--- src/design/osb_pkg.sv ---
// Shared constants and carrier types for the optical module port sideband block.
// Assumes a single 200 MHz system clock; the 40 MHz socket rate is an enable pulse.
package osb_pkg;

    // System clock rate in MHz.
    localparam int unsigned CLK_FREQ_MHZ    = 200;
    // Socket rate in MHz, at which supply enable and supply good are handled.
    localparam int unsigned SOCKET_FREQ_MHZ = 40;
    // Cycles of the system clock per socket tick.
    localparam int unsigned SOCKET_DIV      = CLK_FREQ_MHZ / SOCKET_FREQ_MHZ;
    // Width of the socket tick divider.
    localparam int unsigned DIV_W           = 3;
    // Last count of the socket tick divider.
    localparam logic [DIV_W-1:0] DIV_LAST   = DIV_W'(SOCKET_DIV - 1);

    // Width of the line rate fields given by the user, in Mbps.
    localparam int unsigned RATE_W          = 16;
    // Line rate threshold of 4.25 Gbps expressed in Mbps.
    localparam logic [RATE_W-1:0] RATE_THRESH_MBPS = 16'h109A;

    // Documented number of optical ports and front-panel pins.
    localparam int unsigned NUM_PORTS_DEF   = 4;
    localparam int unsigned NUM_PINS_DEF    = 4;

    // Values after reset.
    localparam logic RST_TX_OFF    = 1'b1;   // Transmitter held off.
    localparam logic RST_SUPPLY_ON = 1'b0;   // Optical supply off.
    localparam logic RST_PIN_DRV_N = 1'b1;   // Front pin driver released.
    localparam logic RST_LOW       = 1'b0;   // Generic low reset value.

    // Raw module inputs as they arrive on the pins of one port.
    typedef struct packed {
        logic rxSignalLoss;   // Module sees no incoming optical signal.
        logic txFault;        // Module laser is operating incorrectly.
        logic moduleMissing;  // High when no module is fitted.
        logic mgmtClkIn;      // Level on the management clock wire.
        logic mgmtDataIn;     // Level on the management data wire.
    } osb_mod_in_t;

    // Drive toward the module of one port.
    typedef struct packed {
        logic rxRateSelect;   // High for receive rates above 4.25 Gbps.
        logic txRateSelect;   // High for transmit rates above 4.25 Gbps.
        logic txOff;          // High disables the transmitter.
        logic mgmtClkOut;     // Always low: open drain.
        logic mgmtClkOe;      // High while pulling the clock wire low.
        logic mgmtDataOut;    // Always low: open drain.
        logic mgmtDataOe;     // High while pulling the data wire low.
    } osb_mod_out_t;

    // Synchronised status of one port toward user logic.
    typedef struct packed {
        logic rxSignalLoss;   // Synchronised signal loss.
        logic txFault;        // Synchronised transmit fault.
        logic moduleMissing;  // Synchronised module missing.
        logic mgmtClk;        // Synchronised management clock level.
        logic mgmtData;       // Synchronised management data level.
        logic supplyOn;       // Supply enable as currently driven.
        logic supplyOk;       // Supply good as sampled on a socket tick.
        logic overPower;      // Sticky: supply good dropped while enabled.
    } osb_mod_stat_t;

endpackage

--- src/design/osb_sideband.sv ---
// Sideband control and status for pluggable optical module ports and front pins.
// Assumes user logic on clk; all module and pin inputs are asynchronous to clk.
`timescale 1ns/1ps
`default_nettype none

// Contract
// - Signal loss input is asynchronous, module driven.
// - Transmit off high disables module transmitter.
// - Transmit fault input is asynchronous, module driven.
// - Supply good shows supply enabled, socket rate.
// - Supply good may drop under over-power.
// - Module missing input high when nothing fitted.
// - Socket rate runs continuously from divider.
module osb_sideband #(
    parameter int unsigned NUM_PORTS = osb_pkg::NUM_PORTS_DEF,  // Optical ports.
    parameter int unsigned NUM_PINS  = osb_pkg::NUM_PINS_DEF    // Front-panel pins.
) (
    input  wire logic                                    clk,
    input  wire logic                                    resetn,
    // User side, same clock.
    input  wire logic [NUM_PORTS-1:0][osb_pkg::RATE_W-1:0] rxRateMbps,
    input  wire logic [NUM_PORTS-1:0][osb_pkg::RATE_W-1:0] txRateMbps,
    input  wire logic [NUM_PORTS-1:0]                    txOffReq,
    input  wire logic [NUM_PORTS-1:0]                    supplyReq,
    input  wire logic [NUM_PORTS-1:0]                    overPowerClr,
    input  wire logic [NUM_PORTS-1:0]                    mgmtClkPullLow,
    input  wire logic [NUM_PORTS-1:0]                    mgmtDataPullLow,
    input  wire logic [NUM_PINS-1:0]                     pinOutData,
    input  wire logic [NUM_PINS-1:0]                     pinDriveReq,
    output var  osb_pkg::osb_mod_stat_t [NUM_PORTS-1:0]  modStat,
    output var  logic [NUM_PINS-1:0]                     pinInData,
    // Module side, asynchronous.
    input  wire osb_pkg::osb_mod_in_t [NUM_PORTS-1:0]    modIn,
    input  wire logic [NUM_PORTS-1:0]                    opticalSupplyOk,
    output var  osb_pkg::osb_mod_out_t [NUM_PORTS-1:0]   modOut,
    output var  logic [NUM_PORTS-1:0]                    opticalSupplyOn,
    // Front-panel pins, asynchronous.
    input  wire logic [NUM_PINS-1:0]                     frontPinIn,
    output var  logic [NUM_PINS-1:0]                     frontPinOut,
    output var  logic [NUM_PINS-1:0]                     frontPinDriveN
);

    // Compares a line rate in Mbps against the 4.25 Gbps threshold.
    function automatic logic rateAbove(input logic [osb_pkg::RATE_W-1:0] rate);
        rateAbove = (rate > osb_pkg::RATE_THRESH_MBPS);
    endfunction

    // Socket tick divider state.
    logic [osb_pkg::DIV_W-1:0] divCnt_ff;   // Counts system cycles per tick.
    logic [osb_pkg::DIV_W-1:0] nxt_divCnt;  // Next divider count.
    logic                      socketTick;  // One-cycle pulse at 40 MHz.

    // The divider wraps at its last count and flags the tick on that cycle.
    assign socketTick = (divCnt_ff == osb_pkg::DIV_LAST);
    assign nxt_divCnt = socketTick ? '0 : divCnt_ff + 1'b1;

    // Free-running socket divider, independent of any module being present.
    always_ff @(posedge clk or negedge resetn)
    begin
        if (!resetn)
        begin
            divCnt_ff <= '0;
        end
        else
        begin
            divCnt_ff <= nxt_divCnt;
        end
    end

    // Synchroniser stages for the module inputs, supply good and front pins.
    osb_pkg::osb_mod_in_t [NUM_PORTS-1:0] modMeta_ff;   // First stage, read by second only.
    osb_pkg::osb_mod_in_t [NUM_PORTS-1:0] modSync_ff;   // Second stage, safe to use.
    logic [NUM_PORTS-1:0]                 okMeta_ff;    // First stage of supply good.
    logic [NUM_PORTS-1:0]                 okSync_ff;    // Second stage of supply good.
    logic [NUM_PINS-1:0]                  pinMeta_ff;   // First stage of front pins.
    logic [NUM_PINS-1:0]                  pinSync_ff;   // Second stage of front pins.

    // Two-flop synchronisers for every asynchronous input.
    always_ff @(posedge clk or negedge resetn)
    begin
        if (!resetn)
        begin
            modMeta_ff <= '0;
            modSync_ff <= '0;
            okMeta_ff  <= '0;
            okSync_ff  <= '0;
            pinMeta_ff <= '0;
            pinSync_ff <= '0;
        end
        else
        begin
            modMeta_ff <= modIn;
            modSync_ff <= modMeta_ff;
            okMeta_ff  <= opticalSupplyOk;
            okSync_ff  <= okMeta_ff;
            pinMeta_ff <= frontPinIn;
            pinSync_ff <= pinMeta_ff;
        end
    end

    // Per-port control and status.
    genvar p;
    generate
        for (p = 0; p < NUM_PORTS; p++)
        begin : gPort
            logic supplyOn_ff;     // Supply enable, changes only on socket ticks.
            logic supplyOk_ff;     // Supply good sampled on socket ticks.
            logic overPower_ff;    // Sticky over-power flag.
            logic nxt_supplyOn;    // Next supply enable.
            logic nxt_supplyOk;    // Next sampled supply good.
            logic nxt_overPower;   // Next over-power flag.
            logic okFell;          // Supply good dropped while enabled.
            osb_pkg::osb_mod_out_t outReg_ff;   // Registered module drive.
            osb_pkg::osb_mod_out_t nxt_out;     // Next module drive.
            osb_pkg::osb_mod_stat_t statReg_ff; // Registered user status.
            osb_pkg::osb_mod_stat_t nxt_stat;   // Next user status.

            // Supply enable and supply good move only in the socket rate.
            assign nxt_supplyOn = socketTick ? supplyReq[p] : supplyOn_ff;
            assign nxt_supplyOk = socketTick ? okSync_ff[p] : supplyOk_ff;

            // An over-power shows as supply good falling while still enabled.
            assign okFell = socketTick & supplyOn_ff & supplyOk_ff & ~okSync_ff[p];

            // A new drop beats a clear arriving in the same cycle.
            assign nxt_overPower = okFell | (overPower_ff & ~overPowerClr[p]);

            // Module drive; the wires are pulled low only once the supply is on.
            assign nxt_out.rxRateSelect = rateAbove(rxRateMbps[p]);
            assign nxt_out.txRateSelect = rateAbove(txRateMbps[p]);
            assign nxt_out.txOff        = txOffReq[p];
            assign nxt_out.mgmtClkOut   = 1'b0;
            assign nxt_out.mgmtClkOe    = mgmtClkPullLow[p] & supplyOn_ff;
            assign nxt_out.mgmtDataOut  = 1'b0;
            assign nxt_out.mgmtDataOe   = mgmtDataPullLow[p] & supplyOn_ff;

            // Status toward user logic, built from synchronised values only.
            assign nxt_stat.rxSignalLoss  = modSync_ff[p].rxSignalLoss;
            assign nxt_stat.txFault       = modSync_ff[p].txFault;
            assign nxt_stat.moduleMissing = modSync_ff[p].moduleMissing;
            assign nxt_stat.mgmtClk       = modSync_ff[p].mgmtClkIn;
            assign nxt_stat.mgmtData      = modSync_ff[p].mgmtDataIn;
            assign nxt_stat.supplyOn      = nxt_supplyOn;
            assign nxt_stat.supplyOk      = nxt_supplyOk;
            assign nxt_stat.overPower     = nxt_overPower;

            // Port registers; reset leaves the transmitter off and supply down.
            always_ff @(posedge clk or negedge resetn)
            begin
                if (!resetn)
                begin
                    supplyOn_ff        <= osb_pkg::RST_SUPPLY_ON;
                    supplyOk_ff        <= osb_pkg::RST_LOW;
                    overPower_ff       <= osb_pkg::RST_LOW;
                    outReg_ff          <= '0;
                    outReg_ff.txOff    <= osb_pkg::RST_TX_OFF;
                    statReg_ff         <= '0;
                end
                else
                begin
                    supplyOn_ff  <= nxt_supplyOn;
                    supplyOk_ff  <= nxt_supplyOk;
                    overPower_ff <= nxt_overPower;
                    outReg_ff    <= nxt_out;
                    statReg_ff   <= nxt_stat;
                end
            end

            // Outputs come straight from the port registers.
            assign modOut[p]          = outReg_ff;
            assign modStat[p]         = statReg_ff;
            assign opticalSupplyOn[p] = supplyOn_ff;
        end
    endgenerate

    // Front pin registers.
    logic [NUM_PINS-1:0] pinOut_ff;    // Output data toward the pins.
    logic [NUM_PINS-1:0] pinDrvN_ff;   // Active-low driver enable.
    logic [NUM_PINS-1:0] pinIn_ff;     // Synchronised pin levels to the user.

    // Front pins: the driver is enabled by driving the enable low.
    always_ff @(posedge clk or negedge resetn)
    begin
        if (!resetn)
        begin
            pinOut_ff  <= '0;
            pinDrvN_ff <= {NUM_PINS{osb_pkg::RST_PIN_DRV_N}};
            pinIn_ff   <= '0;
        end
        else
        begin
            pinOut_ff  <= pinOutData;
            pinDrvN_ff <= ~pinDriveReq;
            pinIn_ff   <= pinSync_ff;
        end
    end

    // Pin outputs come straight from their registers.
    assign frontPinOut    = pinOut_ff;
    assign frontPinDriveN = pinDrvN_ff;
    assign pinInData      = pinIn_ff;

endmodule

`default_nettype wire

--- config.mk ---
export PLATFORM = sky130hd
export DESIGN_NAME = osb_sideband
export DESIGN_NICKNAME = d
export VERILOG_FILES = /design/src/design/osb_pkg.sv /design/src/design/osb_sideband.sv
export SDC_FILE = /design/constraint.sdc
export NUM_CORES = 1
export LEC_CHECK = 0
export BUFFER_PORTS_ARGS = -buffer_cell sky130_fd_sc_hd__buf_2
export CELL_PAD_IN_SITES_DETAIL_PLACEMENT = 0
export CELL_PAD_IN_SITES_GLOBAL_PLACEMENT = 1
export CORE_ASPECT_RATIO = 1.4
export CORE_MARGIN = 2
export CORE_UTILIZATION = 33
export DETAILED_ROUTE_END_ITERATION = 10
export PLACE_DENSITY = 0.94
export SYNTH_ARGS = -nofsm -noshare
export SYNTH_HDL_FRONTEND = slang
export SYNTH_SLANG_ARGS = --single-unit
--- constraint.sdc ---
create_clock -name clk -period 3.5 [get_ports clk]
set_input_delay 0.7 -clock clk [delete_from_list [all_inputs] [get_ports clk]]
set_output_delay 0.7 -clock clk [all_outputs]
set_load 0.02 [all_outputs]
* Yosys cells after proc, flatten, opt, wreduce, memory -nomap -nowiden
Cells that the tools add are included.
Cells by class: add/subtract/negate cells 1, $lt $le $gt $ge 8, equal/unequal tests 1, bitwise logic cells 37, mux-type cells 1
Operators by type and width (count):
- greater-than comparator 16 x 13 -> 1 bit (second input constant) | 8
- bitwise AND 1 bit | 24
- inverter 1 bit | 8
- inverter 4 bit | 1
- bitwise OR 1 bit | 4
- adder 3 x 1 -> 3 bit (second input constant) | 1
- == test 3 bit (second input constant) | 1
- two-way mux 3 bit | 1
Storage, ports and cells: word-level logic and storage cells 148, bits in registers 123, input bits 186, output and inout port bits 76

* Logic depth before layout (Yosys ltp)
depth after elaboration 5, mapped depth 5, gate-level depth less buffers 4

* Worst setup path before layout
No wires, ideal clock.
path type input-to-reg, start point in txRateMbps[27] (netlist name), end point reg gPort[1].outReg_ff, in the netlist modOut[12], cell stages on the path 3, setup time 0.118 ns, data arrival time 1.174 ns, required time 3.382 ns, path slack 2.208 ns, path buffers 0, cell sequence nor4_1 nand2_1 a21o_1
RTL lines:
- from (decl) | line osb_sideband.sv:22 | input wire logic [NUM_PORTS-1:0][osb_pkg::RATE_W-1:0] txRateMbps,
- to (signal assigned) | line osb_sideband.sv:164 | outReg_ff <= nxt_out;
- to (decl) | line osb_sideband.sv:113 | osb_pkg::osb_mod_out_t outReg_ff;

* Worst setup path in the final report
start point reg gPort[3].outReg_ff, in the netlist modOut[25], end point out modOut[25] (netlist name)
RTL lines:
- from (decl) | line osb_sideband.sv:113
- from (signal assigned) | line osb_sideband.sv:164
- to (decl) | line osb_sideband.sv:35 | output var osb_pkg::osb_mod_out_t [NUM_PORTS-1:0] modOut,
No word-level cell between the ends.

==> flow_summary.toml <==
[detailed_routing]
antenna_left = 0
dr.pass1.iters = 4
drc = 0
totalWireLength_um = 9112
vias = 2867
vias_per_cell = 4.292
drt_iter0_markers = 104
drt-wirelength-per-cell_um = 13.64

[floorplanning]
fp.dieArea_mm2 = 0.01283
die_w_um = 96.29
rows = 47
die_h_um = 133.2
coreArea_mm2 = 0.01170
start_util = 0.3363
pin_count = 262

[clocking]
clockRootBuffer = "clkbuf_16"
cts_htree_levels = 4
clk_latency_ns = 0.40
clk_pin_slew_ns = 0.05
clock_sinks = 123
cts_buffer_depth = 2
postCtsSetupBuffers = 0
cts_hold_buf = 0
cts_tree = "done"
post_cts_resize_count = 0
cts_buffers = 17

[yosys]
ys_async_sr_fraction = 1.000
synth.distinct_cells = 20
ys_seq_area_frac = 0.7847
synth-seq-cells = 123
synth_area_leader_cell = "dfrtp_1"
synthTopCellsByArea = "dfrtp_1, dfstp_2, buf_4, mux2_4, o21ai_0"
syn_area_mm2 = 0.003935
synth_top_area_share = 0.7313
netlist_top_cells_count = "dfrtp_1, buf_4, o21ai_0, nand2_1, inv_1"
synth-edff-count = 0
yosys_warnings = 0
syn_avg_cell_area_um2 = 15.55
synth_ff_type = "dfrtp_1"
synth_most_common_cell = "dfrtp_1"
syn_inst = 253

[grt]
grt.busiest_layer = "met2"
gr-usage-met1 = 0.1596
grt_pass1_vias = 3023
antenna_found_initial = 1
grt-ovfl-total = 0
grt_max_degree = 62
grt_use_met3 = 0.05656
grt_pass1_wl_um = 14200
track_usage = 0.1483
met2_usage = 0.2465

[setup_path]
path_class = "reg -> out"
critical-path-max-stage-delay_ns = 0.52
critPathBufInv = 1
start_kind = "flip-flop"
r2r_start = "divCnt_ff[0]"
cp_data_required_time_ns = 2.80
crit_chain = "buf_2"
crit_path_end_kind = "output port"
cp_top_family = "flip-flops"
cp_slowest_cell = "dfstp_2"
critPathMaxFanout = 1
reg2reg_slack_ns = 2.05
reg2reg_to = "modStat[17]"
r2r_cells = 4
arrival_ns = 1.07

[outcome]
status = "finished clean"

[timing]
rsz0062_at_grt = "no"
setup_violations = 0
slew_headroom = 0.4936
min_period_over_period = 0.5055
hold_violations = 0
worst_pin_slew_ns = 0.7596
finalCriticalPeriod_ns = 1.769
skew_ns = 0.006340
setup-tns-final_ns = 0
slew_violations = 0
clock.fmax_mhz = 565.2
holdWs_ns = 0.3434
setup_slack_ns = 1.731

[layout]
num-fill-cells = 1037
fin_nets = 697
seq_area_mm2 = 0.003088
finish.instance_area_mm2 = 0.005822
drive_above_1_share = 0.5758
antenna_cells = 0
syn2layout_area_growth_pct = 47.95
multi_input_area_um2 = 644.4

[pwr]
p_per_area_mw_per_mm2 = 591.2
internal_power_w = 0.002707
seqPwrFrac = 0.440
switching_share = 0.2135
power.combinational.fraction = 0.075
clkPwrFrac = 0.486
total_leakage_power_nw = 2.949
peakVddDrop_mv = 0.2895
p_sw_w = 0.0007350

[place]
hpwl_um = 7132
pre_cts_ws_ns = 1.817
dpl_cell_area_mm2 = 0.005250
gp_congestion = 0.7904
port_buffers = 253

[min_path]
hold_path_end = "modStat[7]"
hold_depth = 0
hold_path.class = "reg -> reg"
hold_start = "gPort[0].nxt_stat[7]"

[flow_run]
cap_viol_max_count = 0
[registers in the layout, indices dropped and copies added, names as in the netlist, 3 cells and up]
name	flops
modStat	29
pinSync_ff	4
okSync_ff	4
pinMeta_ff	4
divCnt_ff	3
modMeta_ff	20
modOut	20
okMeta_ff	4
pinInData	4
gPort.nxt_stat	20
frontPinOut	4
frontPinDriveN	4
[power by group through the flow]
stage                     Combinational (W)  Sequential, W  Clock (W)
final                              0.000256        0.00151    0.00167
after global routing               0.000283        0.00152    0.00179
after CTS                          0.000262        0.00152    0.00171
after detailed placement           0.000261        0.00154          0
after global placement             0.000254        0.00154          0
after floorplan                   0.0000610        0.00157          0
[placed cells by master (no fill, tap or decap)]
master	n
buf_2	252
dfrtp_1	115
clkbuf_16	17
o21ai_0	16
nand2_1	12
inv_1	10
a21oi_1	9
and2_1	8
nor4_1	8
nand4_1	8
nor3_1	8
a21o_1	8
conb_1	8
dfstp_2	8
mux2_4	6
o32ai_1	4
clkbuf_1	4
mux2_2	3
clkinv_2	3
clkbuf_8	3
ha_1	2
bufinv_16	2
clkinvlp_4	2
buf_4	2
nand2_2	1
nor2_1	1
buf_12	1
[per-stage QoR]
step,std cells,utilization,total power [W]
final,668,0.4975,0.003442
after global routing,668,0.4975,0.003590
after CTS,668,0.4975,0.003486
after detailed placement,637,0.4486,0.001801
after global placement,637,0.4486,0.001789
after floorplan,260,-,0.001634
[routing by layer]
metal,up-vias,routed length (um),share of wire
met1,1337,3154,0.35
met2,169,4792,0.53
met3,23,873,0.096
met4,2,275,0.030
met5,-,14,0.0015
li1,1336,-,-
[logic make-up after synthesis]
| kind of cell | after synthesis | synth area share |
|---|---|---|
| flip-flops | 123 | 0.7847 |
| adder cells (fa/ha/maj) | 2 | 0.006358 |
| AND/OR/NAND/NOR | 46 | 0.06232 |
| other | 1 | 0.0009530 |
| multiplexers | 9 | 0.03148 |
| buffers and inverters | 35 | 0.05819 |
| AO/OA/AOI/OAI | 37 | 0.05596 |
[worst max path at each step]
| stage | cells past startpoint | start | to | slack [ns] |
|---|---|---|---|---|
| finish | 1 | modOut[25] | modOut[25] | 1.73 |
| global route | 1 | modOut[11] | modOut[11] | 1.69 |
| CTS | 1 | modOut[25] | modOut[25] | 1.71 |
| detailed placement | 2 | resetn | modOut[4] | 1.82 |
| global placement | 2 | resetn | frontPinDriveN[2] | 1.87 |
| floorplan | 3 | txRateMbps[27] | modOut[12] | 2.21 |
[final cells by class]
type | instances | area share
Sequential cell | 123 | 0.5304
Clock inverter | 7 | 0.01547
Multi-Input combinational cell | 102 | 0.1107
Inverter | 10 | 0.006447
Tap cell | 147 | 0.03159
Timing Repair Buffer | 255 | 0.2227
Clock buffer | 24 | 0.08274
Power figures use the tool's default switching activity.
